`config.mk`:
```
export PLATFORM = sky130hd
export DESIGN_NAME = adcsc_top
export DESIGN_NICKNAME = d
export VERILOG_FILES = /design/src/adcsc_pkg.sv /design/src/adcsc_lfsr.sv /design/src/adcsc_top.sv
export VERILOG_INCLUDE_DIRS = /design/src
export SDC_FILE = /design/constraint.sdc
export NUM_CORES = 1
export LEC_CHECK = 0
export ABC_CLOCK_PERIOD_IN_PS = 3100
export BUFFER_PORTS_ARGS = -buffer_cell sky130_fd_sc_hd__buf_2
export CORE_MARGIN = 2
export CORE_UTILIZATION = 55
export DETAILED_ROUTE_END_ITERATION = 6
export MAX_ROUTING_LAYER = met4
export PLACE_DENSITY = 0.86
export SLEW_MARGIN = 15
export SYNTH_ARGS = -nofsm -noshare
export SYNTH_HDL_FRONTEND = slang
export SYNTH_SLANG_ARGS = --single-unit
```
`constraint.sdc`:
```
create_clock -name i_clock -period 3.1 [get_ports i_clock]
set_clock_uncertainty 0.2 [all_clocks]
set_input_delay 0.31 -clock i_clock [delete_from_list [all_inputs] [get_ports i_clock]]
set_output_delay 0.31 -clock i_clock [all_outputs]
set_load 0.01 [all_outputs]
```
`src/adcsc_consts.svh`:
```
// Purpose: Offsets, field positions, reset values and counts of the converter sequencer
// Assumes: 8-bit register port, 8-bit register addresses
// Notes: Definitions only
`ifndef ADCSC_CONSTS_SVH
`define ADCSC_CONSTS_SVH

// ==========================================================
// Register addresses
`define ADCSC_ADDR_CON1 8'hB4
`define ADCSC_ADDR_CON2 8'hB5
`define ADCSC_ADDR_RESH 8'hBB

// ==========================================================
// Field positions, control one
`define ADCSC_EOC_BIT 7
`define ADCSC_ST_BIT 6
`define ADCSC_START_SOURCE_SELECT_HI 5
`define ADCSC_START_SOURCE_SELECT_LO 4
`define ADCSC_RANDOM_STEP_CONTROL_HI 3
`define ADCSC_RANDOM_STEP_CONTROL_LO 2
`define ADCSC_RSV_HI 1
`define ADCSC_RSV_LO 0

// ==========================================================
// Field positions, sequence control
`define ADCSC_SEQUENCE_REFERENCE_SELECT_HI 7
`define ADCSC_SEQUENCE_REFERENCE_SELECT_LO 6
`define ADCSC_SEQUENCE_DECIMATION_SELECT_HI 5
`define ADCSC_SEQUENCE_DECIMATION_SELECT_LO 4
`define ADCSC_SCH_HI 3
`define ADCSC_SCH_LO 0

// ==========================================================
// Reset values
`define ADCSC_RST_RESH 8'h00
`define ADCSC_RST_START_SOURCE_SELECT 2'h3
`define ADCSC_RST_RANDOM_STEP_CONTROL 2'h0
`define ADCSC_RST_RSV 2'h3
`define ADCSC_RST_SEQUENCE_REFERENCE_SELECT 2'h0
`define ADCSC_RST_SEQUENCE_DECIMATION_SELECT 2'h1
`define ADCSC_RST_SCH 4'h0
`define ADCSC_RST_LFSR 16'hFFFF

// ==========================================================
// Codes and counts
`define ADCSC_START_SOURCE_SELECT_PIN 2'h0
`define ADCSC_START_SOURCE_SELECT_FREE 2'h1
`define ADCSC_START_SOURCE_SELECT_TIMER 2'h2
`define ADCSC_START_SOURCE_SELECT_SW 2'h3
`define ADCSC_RANDOM_STEP_CONTROL_STEP 2'h1
`define ADCSC_SCH_LAST_SE 4'h7
`define ADCSC_SCH_FIRST_DIFF 4'h8
`define ADCSC_SCH_FIRST_SINGLE 4'hC
`define ADCSC_SCH_ZERO 4'h0
`define ADCSC_SETTLE_TICKS 10'h010
`define ADCSC_DEC_BASE 10'h040
`define ADCSC_CLK_DIV 6
`define ADCSC_LFSR_STEPS 13
`define ADCSC_LFSR_TAPS 16'h1021

`endif

```
`src/adcsc_pkg.sv`:
```
// Purpose: Types shared by the converter sequencer files
// Assumes: Nothing
// Notes: Constants live in adcsc_consts.svh
package adcsc_pkg;

   // ==========================================================
   // Sequencer state
   typedef enum logic [0:0] {
      ADCSC_IDLE,
      ADCSC_CONV
   } adcsc_state_e;

   // ==========================================================
   // Selection driven to the converter core
   typedef struct packed {
      logic [1:0] reference;
      logic [1:0] decimation;
      logic [3:0] channel;
   } adcsc_sel_s;

endpackage

```
`src/adcsc_lfsr.sv`:
```
// Purpose: 16-bit random generator advanced by several unrolled steps per request
// Assumes: Step request is a one-cycle pulse on i_clock
// Notes: Galois form
`include "adcsc_consts.svh"

module adcsc_lfsr #(
   parameter int STEPS = `ADCSC_LFSR_STEPS,
   parameter logic [15:0] TAPS = `ADCSC_LFSR_TAPS
) (
   input wire logic i_clock,
   input wire logic i_rst,
   input wire logic i_step,
   output logic [15:0] o_value
);
   import adcsc_pkg::*;

   if (STEPS < 1 || STEPS > 64) begin : g_chk
      $error("adcsc_lfsr: STEPS out of range");
   end

   // ==========================================================
   // Unrolled advance
   function automatic logic [15:0] advance(input logic [15:0] v);
      logic [15:0] r;
      r = v;
      for (int k = 0; k < STEPS; k++) begin
         r = r[15] ? ((r << 1) ^ TAPS) : (r << 1);
      end
      return r;
   endfunction

   wire logic [15:0] value_next = advance(o_value);

   always_ff @(posedge i_clock) begin
      if (i_rst) begin
         o_value <= `ADCSC_RST_LFSR;
      end else if (i_step) begin
         o_value <= value_next;
      end
   end

endmodule

```
`src/adcsc_top.sv`:
```
// Purpose: Register file and conversion sequencer of the delta-sigma converter
// Assumes: 50 MHz i_clock, synchronous active-high reset, same-clock core sample input
// Notes: Converter clock is an enable pulse every CLK_DIV system cycles
`include "adcsc_consts.svh"

// Summary of operation
// RQ1 - Result high byte is read-only, resets to zero, shows result bits 11 to 4.
// RQ2 - Done flag in control one bit 7 is read-only, cleared by reading result high.
// RQ3 - A further conversion before that read just keeps the done flag set.
// RQ4 - Writing one to start bit launches a sequence only with software source and idle.
// RQ5 - Start bit reads one while its sequence runs, zero otherwise; writing zero does nothing.
// RQ6 - Start source: 00 pin edge, 01 free running, 10 timer compare, 11 start bit.
// RQ7 - Random control 01 advances the generator by thirteen steps, then returns to 00.
// RQ8 - Software always writes 11 into control one bits 1:0, which reset to 11.
// RQ9 - Reference select: internal, input seven, supply pin, or inputs six and seven.
// RQ10 - Decimation select 64, 128, 256 or 512, giving 7, 9, 10 or 12 bits.
// RQ11 - Only the top resolution bits of the result are valid; lower bits carry nothing.
// RQ12 - Single-ended end code converts inputs zero up to the programmed input.
// RQ13 - Differential end code converts from the first pair up to the programmed pair.
// RQ14 - End code above the pairs makes one single conversion of that source.
// RQ15 - Conversion end sets the done flag and loads the result register.
// RQ16 - Start bit clears itself when its sequence has finished.
// RQ17 - End field reads last converted channel, plus one for codes below 1100.
// RQ18 - Each conversion lasts decimation rate plus 16 converter clock periods.
// RQ19 - End codes map onto eight inputs, four pairs, ground, reference, sensor, supply third.
// RQ20 - Reference, decimation and sequence are sampled when a sequence starts.
module adcsc_top #(
   parameter int CLK_DIV = `ADCSC_CLK_DIV
) (
   input wire logic i_clock,
   input wire logic i_rst,
   input wire logic [7:0] i_addr,
   input wire logic [7:0] i_wdata,
   input wire logic i_wr,
   input wire logic i_rd,
   input wire logic i_ext_trig,
   input wire logic i_timer_cmp,
   input wire logic [11:0] i_sample,
   output logic [7:0] o_rdata,
   output adcsc_pkg::adcsc_sel_s o_sel,
   output logic o_busy,
   output logic o_settling,
   output logic o_conv_done,
   output logic [15:0] o_random
);
   import adcsc_pkg::*;

   if (CLK_DIV < 2 || CLK_DIV > 255) begin : g_chk
      $error("adcsc_top: CLK_DIV out of range");
   end

   // ==========================================================
   // Helper functions
   function automatic logic [9:0] conv_len(input logic [1:0] div);
      return (`ADCSC_DEC_BASE << div) + `ADCSC_SETTLE_TICKS;
   endfunction

   function automatic logic [11:0] res_mask(input logic [1:0] div);
      logic [11:0] m;
      unique case (div)
         2'h0: m = 12'hFE0;
         2'h1: m = 12'hFF8;
         2'h2: m = 12'hFFC;
         2'h3: m = 12'hFFF;
      endcase
      return m;
   endfunction

   function automatic logic [3:0] first_chan(input logic [3:0] sequence_end_channel);
      logic [3:0] c;
      if (sequence_end_channel <= `ADCSC_SCH_LAST_SE) begin
         c = `ADCSC_SCH_ZERO;
      end else if (sequence_end_channel < `ADCSC_SCH_FIRST_SINGLE) begin
         c = `ADCSC_SCH_FIRST_DIFF;
      end else begin
         c = sequence_end_channel;
      end
      return c;
   endfunction

   // ==========================================================
   // Registers
   logic trig_meta_reg;
   logic trig_sync_reg;
   logic trig_prev_reg;
   logic [7:0] div_cnt_reg;
   adcsc_state_e state_reg;
   logic [9:0] tick_cnt_reg;
   logic [3:0] end_reg;
   logic eoc_reg;
   logic st_reg;
   logic [1:0] start_source_select_reg;
   logic [1:0] random_step_control_reg;
   logic [1:0] rsv_reg;
   logic [1:0] sequence_reference_select_reg;
   logic [1:0] sequence_decimation_select_reg;
   logic [3:0] sch_reg;
   logic [7:0] resh_reg;

   // ==========================================================
   // Port decode
   wire logic wr_con1 = i_wr && (i_addr == `ADCSC_ADDR_CON1);
   wire logic wr_con2 = i_wr && (i_addr == `ADCSC_ADDR_CON2);
   wire logic rd_resh = i_rd && (i_addr == `ADCSC_ADDR_RESH);
   wire logic idle = (state_reg == ADCSC_IDLE);

   // ==========================================================
   // Converter clock enable
   wire logic adc_tick = (div_cnt_reg == 8'(CLK_DIV - 1));

   always_ff @(posedge i_clock) begin
      if (i_rst || adc_tick) begin
         div_cnt_reg <= 8'h00;
      end else begin
         div_cnt_reg <= div_cnt_reg + 8'h01;
      end
   end

   // ==========================================================
   // External trigger synchroniser and edge
   always_ff @(posedge i_clock) begin
      if (i_rst) begin
         trig_meta_reg <= 1'b0;
         trig_sync_reg <= 1'b0;
         trig_prev_reg <= 1'b0;
      end else begin
         trig_meta_reg <= i_ext_trig;
         trig_sync_reg <= trig_meta_reg;
         trig_prev_reg <= trig_sync_reg;
      end
   end

   wire logic trig_rise = trig_sync_reg && !trig_prev_reg;

   // ==========================================================
   // Start decision
   wire logic start_sw = wr_con1 && i_wdata[`ADCSC_ST_BIT] &&
                         (start_source_select_reg == `ADCSC_START_SOURCE_SELECT_SW) && idle; // [RQ4]
   wire logic start_pin = (start_source_select_reg == `ADCSC_START_SOURCE_SELECT_PIN) && trig_rise; // [RQ6]
   wire logic start_free = (start_source_select_reg == `ADCSC_START_SOURCE_SELECT_FREE); // [RQ6]
   wire logic start_tmr = (start_source_select_reg == `ADCSC_START_SOURCE_SELECT_TIMER) && i_timer_cmp; // [RQ6]
   wire logic start_go = idle && (start_sw || start_pin || start_free || start_tmr);

   // ==========================================================
   // Conversion timing and sequence stepping
   wire logic conv_end = !idle && adc_tick &&
                         (tick_cnt_reg == conv_len(o_sel.decimation) - 10'h001); // [RQ18]
   wire logic single_mode = (end_reg >= `ADCSC_SCH_FIRST_SINGLE); // [RQ14]
   wire logic seq_last = single_mode || (o_sel.channel == end_reg); // [RQ12] [RQ13]
   wire logic [3:0] sch_report = (o_sel.channel < `ADCSC_SCH_FIRST_SINGLE) ?
                                 o_sel.channel + 4'h1 : o_sel.channel; // [RQ17]
   wire logic [11:0] sample_masked = i_sample & res_mask(o_sel.decimation); // [RQ11]
   wire logic settle_next = (tick_cnt_reg < `ADCSC_SETTLE_TICKS - 10'h001);

   always_ff @(posedge i_clock) begin
      if (i_rst) begin
         state_reg <= ADCSC_IDLE;
         tick_cnt_reg <= 10'h000;
         end_reg <= `ADCSC_RST_SCH;
         o_sel <= '0;
      end else if (start_go) begin
         state_reg <= ADCSC_CONV;
         tick_cnt_reg <= 10'h000;
         end_reg <= sch_reg; // [RQ20]
         o_sel <= '{sequence_reference_select_reg, sequence_decimation_select_reg, first_chan(sch_reg)}; // [RQ20] [RQ9] [RQ10] [RQ19]
      end else if (conv_end) begin
         tick_cnt_reg <= 10'h000;
         if (seq_last) begin
            state_reg <= ADCSC_IDLE;
         end else begin
            o_sel.channel <= o_sel.channel + 4'h1; // [RQ12] [RQ13]
         end
      end else if (!idle && adc_tick) begin
         tick_cnt_reg <= tick_cnt_reg + 10'h001; // [RQ18]
      end
   end

   // ==========================================================
   // Status outputs
   always_ff @(posedge i_clock) begin
      if (i_rst) begin
         o_busy <= 1'b0;
         o_settling <= 1'b0;
         o_conv_done <= 1'b0;
      end else begin
         o_busy <= start_go || (!idle && !(conv_end && seq_last));
         o_settling <= start_go || (!idle && !conv_end && !(adc_tick && !settle_next) && o_settling) ||
                       (conv_end && !seq_last);
         o_conv_done <= conv_end;
      end
   end

   // ==========================================================
   // Result and done flag
   always_ff @(posedge i_clock) begin
      if (i_rst) begin
         resh_reg <= `ADCSC_RST_RESH; // [RQ1]
         eoc_reg <= 1'b0;
      end else begin
         if (conv_end) begin
            resh_reg <= sample_masked[11:4]; // [RQ1] [RQ15]
         end
         if (conv_end) begin
            eoc_reg <= 1'b1; // [RQ15] [RQ3]
         end else if (rd_resh) begin
            eoc_reg <= 1'b0; // [RQ2]
         end
      end
   end

   // ==========================================================
   // Control one
   always_ff @(posedge i_clock) begin
      if (i_rst) begin
         st_reg <= 1'b0;
         start_source_select_reg <= `ADCSC_RST_START_SOURCE_SELECT;
         random_step_control_reg <= `ADCSC_RST_RANDOM_STEP_CONTROL;
         rsv_reg <= `ADCSC_RST_RSV; // [RQ8]
      end else begin
         if (start_go) begin
            st_reg <= start_sw; // [RQ5]
         end else if (conv_end && seq_last) begin
            st_reg <= 1'b0; // [RQ16]
         end
         if (wr_con1) begin
            start_source_select_reg <= i_wdata[`ADCSC_START_SOURCE_SELECT_HI:`ADCSC_START_SOURCE_SELECT_LO];
            rsv_reg <= i_wdata[`ADCSC_RSV_HI:`ADCSC_RSV_LO];
            random_step_control_reg <= i_wdata[`ADCSC_RANDOM_STEP_CONTROL_HI:`ADCSC_RANDOM_STEP_CONTROL_LO];
         end else if (random_step_control_reg == `ADCSC_RANDOM_STEP_CONTROL_STEP) begin
            random_step_control_reg <= `ADCSC_RST_RANDOM_STEP_CONTROL; // [RQ7]
         end
      end
   end

   wire logic lfsr_step = (random_step_control_reg == `ADCSC_RANDOM_STEP_CONTROL_STEP); // [RQ7]

   // ==========================================================
   // Sequence control
   always_ff @(posedge i_clock) begin
      if (i_rst) begin
         sequence_reference_select_reg <= `ADCSC_RST_SEQUENCE_REFERENCE_SELECT;
         sequence_decimation_select_reg <= `ADCSC_RST_SEQUENCE_DECIMATION_SELECT;
         sch_reg <= `ADCSC_RST_SCH;
      end else begin
         if (wr_con2) begin
            sequence_reference_select_reg <= i_wdata[`ADCSC_SEQUENCE_REFERENCE_SELECT_HI:`ADCSC_SEQUENCE_REFERENCE_SELECT_LO];
            sequence_decimation_select_reg <= i_wdata[`ADCSC_SEQUENCE_DECIMATION_SELECT_HI:`ADCSC_SEQUENCE_DECIMATION_SELECT_LO];
         end
         if (conv_end) begin
            sch_reg <= sch_report; // [RQ17]
         end else if (wr_con2) begin
            sch_reg <= i_wdata[`ADCSC_SCH_HI:`ADCSC_SCH_LO];
         end
      end
   end

   // ==========================================================
   // Read path
   wire logic [7:0] con1_view = {eoc_reg, st_reg, start_source_select_reg, random_step_control_reg, rsv_reg}; // [RQ2] [RQ5]
   wire logic [7:0] con2_view = {sequence_reference_select_reg, sequence_decimation_select_reg, sch_reg};
   wire logic [7:0] rd_mux = (i_addr == `ADCSC_ADDR_CON1) ? con1_view :
                             (i_addr == `ADCSC_ADDR_CON2) ? con2_view :
                             (i_addr == `ADCSC_ADDR_RESH) ? resh_reg : 8'h00;

   always_ff @(posedge i_clock) begin
      if (i_rst || !i_rd) begin
         o_rdata <= 8'h00;
      end else begin
         o_rdata <= rd_mux;
      end
   end

   // ==========================================================
   // Random generator
   adcsc_lfsr u_lfsr (
      .i_clock(i_clock),
      .i_rst(i_rst),
      .i_step(lfsr_step),
      .o_value(o_random)
   );

endmodule

```
==> results of run 1 <==
==> where the power goes <==
part           internal, mW  switching, mW
registers              1.10        0.00684
logic                0.0374         0.0414
clock network         0.378          0.412
total                  1.51          0.460
==> path summary, 6_finish.rpt <==
kind	from	to	cells after the start
max	div_cnt_reg[4]	o_sel[1]	5
min	i_wdata[3]	random_step_control_reg[1]	3
max reg2reg	div_cnt_reg[4]	o_sel[1]	5
min reg2reg	trig_sync_reg	trig_prev_reg	1
==> synth_stat cells (2+ instances only) <==
cell and n:
dfxtp_1 85, nor2_1 68, xnor2_1 30, a211o_1 20
a21oi_1 19, nand3_1 19, mux2i_1 16, clkbuf_1 15
xor2_1 15, nor2b_1 14, nand2_1 13, o21ai_0 10
a222oi_1 8, inv_1 8, and3_1 6, nor3_1 6
a211oi_1 5, a2111oi_0 4, buf_2 4, ha_1 4
nand4_1 4, or4_1 4, a311oi_1 3, and4_1 3
buf_1 3, nand2b_1 3, o31ai_1 3, a31oi_1 2
a32oi_1 2, nand4b_1 2, o211ai_1 2, o21bai_1 2
or4b_1 2
==> stage by stage <==
step | total power [mW] | hold slack, ns | area (µm²)
after floorplan | 1.16 | 0.214 | 3830
after global placement | 1.19 | 0.241 | 4200
after detailed placement | 1.19 | 0.245 | 4200
after CTS | 1.98 | 0.0131 | 4530
after global routing | 2.04 | 0.0348 | 4530
final | 1.97 | 0.00827 | 4530
==> critical path: stages (launching register included) <==
cell and delay [ns]:
dfxtp_1 0.37, or4_1 0.60, nor3_2 0.34, and3_1 0.50, a2111oi_0 0.17, a2111oi_0 0.40
==> layer usage <==
metal	track usage	routed length, µm
met1	0.292	3840
met2	0.417	4330
met3	0.0464	482
met4	0.103	204
met5	-	0
==> cell type report <==
| type | count | area (µm²) | area share |
|---|---|---|---|
| clock buffer | 10 | 128 | 0.0282 |
| multi-input combinational | 303 | 2000 | 0.442 |
| sequential | 85 | 1700 | 0.376 |
| timing repair buffer | 83 | 495 | 0.109 |
| clock inverter | 6 | 70.1 | 0.0155 |
| inverter | 8 | 30.0 | 0.00663 |
| tap | 80 | 100 | 0.0221 |
==> kinds of logic after synthesis <==
group                    synth area share
AO/OA/AOI/OAI                       0.163
XOR/XNOR                            0.103
adder cells (fa/ha/maj)            0.0131
buffers and inverters              0.0327
flip-flops                          0.444
multiplexers                       0.0448
AND/OR/NAND/NOR                     0.199
==> cells in the final DEF (no fill, tap or decap), types with 8 or more instances in the layout <==
master,n
inv_1,8
a222oi_1,8
clkbuf_8,9
dfxtp_1,85
nor2b_1,14
nand2_1,13
nand3_1,19
xnor2_1,30
a211o_1,20
o21ai_0,10
xor2_1,15
buf_2,64
a21oi_1,19
mux2i_1,16
nor2_1,68
dlygate4sd3_1,13
==> flow_summary.json, run 1 <==
{
  "placed_cells": 546,
  "synth_area_per_cell_um2": 9.14,
  "wl_per_cell_um": 15.4,
  "hold_violations": 0,
  "cp-start-kind": "flip-flop",
  "outcome": "completed",
  "vias": 3382,
  "synth-edff-count": 0,
  "grt_pass1_wl_um": 14600,
  "seq_area_frac_synth": 0.444,
  "place_ws_ns": 0.439,
  "synthArstFlopShare": 0,
  "yosys_most_used_dff": "dfxtp_1",
  "synth_top_area_share": 0.444,
  "crit_arrival_ns": 2.75,
  "fp-row-count": 30,
  "worst_skew_pair.late_latency_ns": 0.37,
  "num_io_pins": 69,
  "clock.fmax_mhz": 368,
  "drc": 0,
  "grt_setup_unrepaired": "false",
  "crit_type": "flip-flop to flip-flop",
  "period_share": 0.877,
  "areaGrowthSynthToFinish_pct": 18.2,
  "synth_largest_area_cell": "dfxtp_1",
  "final.setup.worst_slack_ns": 0.382,
  "die_h_um": 87.4,
  "drive_above_1_share": 0.180,
  "synthTopCellsByArea": "dfxtp_1, xnor2_1, nor2_1",
  "cts_resized": 0,
  "routed_wl_um": 8860,
  "initial_core_util": 0.567,
  "fp.dieW_um": 87.4,
  "synth_cells": 419,
  "p_leak_nw": 1.77,
  "gr-usage-all-layers": 0.249,
  "postRouteAntennaNets": 0,
  "slew_headroom": 0.237,
  "root_buffer": "clkbuf_8",
  "io_buffers": 64,
  "cts_setup_buffers": 0,
  "tns_ns": 0,
  "syn-cell-area_mm2": 0.00383,
  "design.core.area_mm2": 0.00676,
  "ys_ff_latch": 85,
  "routabilityCongestion": 0.887,
  "cts_num_sinks": 85,
  "ir_worst_vdd_v": 0.000326,
  "holdCritPathClass": "input pin to flip-flop",
  "ctsHtreeMaxLevel": 3,
  "synth_cell_type_count": 48,
  "syn-num-nets": 457,
  "drt-initial-drc-count": 262,
  "clock_path_buffers": 2,
  "cp-end-kind": "flip-flop",
  "final.fill_count": 551,
  "finalSetupViolCount": 0,
  "slew_violations": 0,
  "grt_max_degree": 40,
  "largest_reg_flops": 16,
  "maxCapViolations": 0,
  "layoutNonFillerInstCount": 575,
  "nNetsFinal": 528,
  "clkTransAtPathRegs_ns": 0.09,
  "grt_pass1_vias": 3253,
  "design.die.area_mm2": 0.00764,
  "cts_buffers": 9,
  "antenna_found_initial": 0,
  "power_density_mw_per_mm2": 436,
  "worst_slew_pin_slew_ns": 1.15,
  "ys_warn_count": 0,
  "via_per_inst": 5.88,
  "tritoncts": "built",
  "diodes": 0,
  "ctsHoldBuffers": 13,
  "dp_hpwl_um": 6140,
  "critical_path_required_ns": 3.13,
  "critPathMaxFanout": 10,
  "grt-ovfl-total": 0,
  "final_util": 0.670,
  "detail_route.first_pass.iterations": 5,
  "rrSetupSlack_ns": 0.38,
  "period_needed_ns": 2.72
}
Note: power is estimated with default switching activity, not from simulation.
==> run 2, diff against run 1 <==
Settings changed: CORE_UTILIZATION 55 to 35, HOLD_SLACK_MARGIN set to 0.05, PLACE_DENSITY 0.86 to 0.61.
==> run 2 against run 1 <==
  * Register-to-register slack improved by 0.17 ns
  * Sequential share of layout area fell by 1.4 points
  * Global-route usage fell by 8.3 points
  * Critical path depth rose by 1
  * Worst hold slack improved by 0.24 ns
  * Fmax rose by 6.9%
  * Final area rose by 3.9%
  * Critical endpoint is now o_sel[3]
  * Largest power group unchanged
==> flow_summary.json, run 2 (synthesis gave the netlist of run 1 again) <==
{
  "slew_violations": 0,
  "p_leak_nw": 1.83,
  "via_per_inst": 5.18,
  "hp-start": "trig_meta_reg",
  "crit_arrival_ns": 2.62,
  "wl_per_cell_um": 14.2,
  "drt-initial-drc-count": 140,
  "crit_type": "flip-flop to flip-flop",
  "cp-end-kind": "flip-flop",
  "power_density_mw_per_mm2": 434,
  "clock.fmax_mhz": 393,
  "ctsHtreeMaxLevel": 3,
  "design.core.area_mm2": 0.0107,
  "hold_slack_ns": 0.250,
  "areaGrowthSynthToFinish_pct": 22.8,
  "cp-endpoint": "o_sel[3]",
  "clock_path_buffers": 2,
  "grt_setup_unrepaired": "false",
  "io_buffers": 64,
  "fp.dieW_um": 109,
  "max_stage_delay_ns": 0.65,
  "hold_violations": 0,
  "critPathMaxFanout": 7,
  "initial_core_util": 0.356,
  "detail_route.first_pass.iterations": 5,
  "postRouteAntennaNets": 0,
  "routabilityCongestion": 0.853,
  "ir_worst_vdd_v": 0.000186,
  "ctsHoldBuffers": 18,
  "grt_pass1_vias": 3131,
  "grt-ovfl-total": 0,
  "vias": 3344,
  "dp_hpwl_um": 6450,
  "cts_setup_buffers": 0,
  "grt_pass1_wl_um": 14900,
  "fp-row-count": 38,
  "crit_slowest_cell": "or4b_1",
  "tritoncts": "built",
  "root_buffer": "clkbuf_8",
  "placed_cells": 610,
  "final_common_cell": "dfxtp_1",
  "period_share": 0.820,
  "clkTransAtPathRegs_ns": 0.09,
  "maxCapViolations": 0,
  "slew_headroom": 0.484,
  "postLayoutCellArea_mm2": 0.00470,
  "rrSetupSlack_ns": 0.56,
  "gr-usage-all-layers": 0.167,
  "die_h_um": 109,
  "critical_path_required_ns": 3.18,
  "drc": 0,
  "nNetsFinal": 537,
  "cp-start-kind": "flip-flop",
  "routed_wl_um": 9140,
  "outcome": "completed",
  "num_io_pins": 69,
  "period_needed_ns": 2.54,
  "tns_ns": 0,
  "design.die.area_mm2": 0.0118,
  "worst_skew_pair.late_latency_ns": 0.37,
  "worst_slew_pin_slew_ns": 0.774,
  "largest_reg_flops": 16,
  "cts_num_sinks": 85,
  "layoutNonFillerInstCount": 645,
  "holdCritPathClass": "flip-flop to flip-flop",
  "antenna_found_initial": 1,
  "r2r-end": "o_sel[3]",
  "grt_max_degree": 42,
  "critPathLaunch": "tick_cnt_reg[0]",
  "cts_buffers": 9,
  "cts_resized": 0,
  "reg2reg_from": "tick_cnt_reg[0]",
  "drive_above_1_share": 0.188,
  "final_cell_mix": "dfxtp_1, nor2_1, buf_2, xnor2_1, a211o_1",
  "crit_path_cell_trace": "ha_1 > and4_1 > nand4_1 > or4b_1 > or4_1 > a311oi_1",
  "rr_worst_depth": 6,
  "finalSetupViolCount": 0,
  "dpl-instance-area_mm2": 0.00430
}
-- run 2: cell types whose count changed in the layout (fill, tap and decap cells not counted), sizes merged --
cell / change
diode: +1
buf: +4
clkinvlp: -2
clkbuf: -1
inv: +3
dlygate4sd3: +5
-- run 2: layout make-up --
type                    count  area [µm²]
flip-flops and latches     85        1700
fillers                  1071        6040
clock inverters             7        88.8
diodes                      1        2.50
repair buffers             92         576
inverters                   8        30.0
well taps                 140         175
multi-input cells         303        2000
clock buffers               9         124
-- run 2: report_power, final --
part | leakage, nW | internal [mW] | switching (mW)
Clock | 0.106 | 0.395 | 0.459
Sequential | 0.686 | 1.10 | 0.00618
Combinational | 1.03 | 0.0420 | 0.0427
Total | 1.83 | 1.53 | 0.508
-- run 2: worst max-delay path: cells and delay by family, from the launching register on --
family	cells	cell delay, ns
adders and majority gates	1	0.20
AOI/OAI and AO/OA	1	0.24
and+or+nand+nor	4	1.44
DFF	1	0.37
-- run 2: metrics by stage --
step | setup slack [ns] | total power [mW] | util
after floorplan | 0.755 | 1.16 | -
after global placement | 0.601 | 1.19 | 0.401
after detailed placement | 0.562 | 1.20 | 0.401
after CTS | 0.543 | 2.07 | 0.437
after global routing | 0.331 | 2.12 | 0.438
final | 0.557 | 2.04 | 0.438
-- run 2: worst min path at each step --
stage / end / cells past startpoint
after floorplan: trig_sync_reg / 1
after global placement: trig_sync_reg / 1
after detailed placement: trig_sync_reg / 1
after CTS: eoc_reg / 6
after global routing: trig_sync_reg / 1
final: trig_sync_reg / 1
-- run 2: routing by layer --
metal / vias to the layer above / routed length (µm) / GRT usage
li1: 1666 / - / -
met1: 1600 / 4220 / 0.203
met2: 68 / 4400 / 0.269
met3: 10 / 396 / 0.0356
met4: 0 / 138 / 0.0650
met5: - / 0 / -
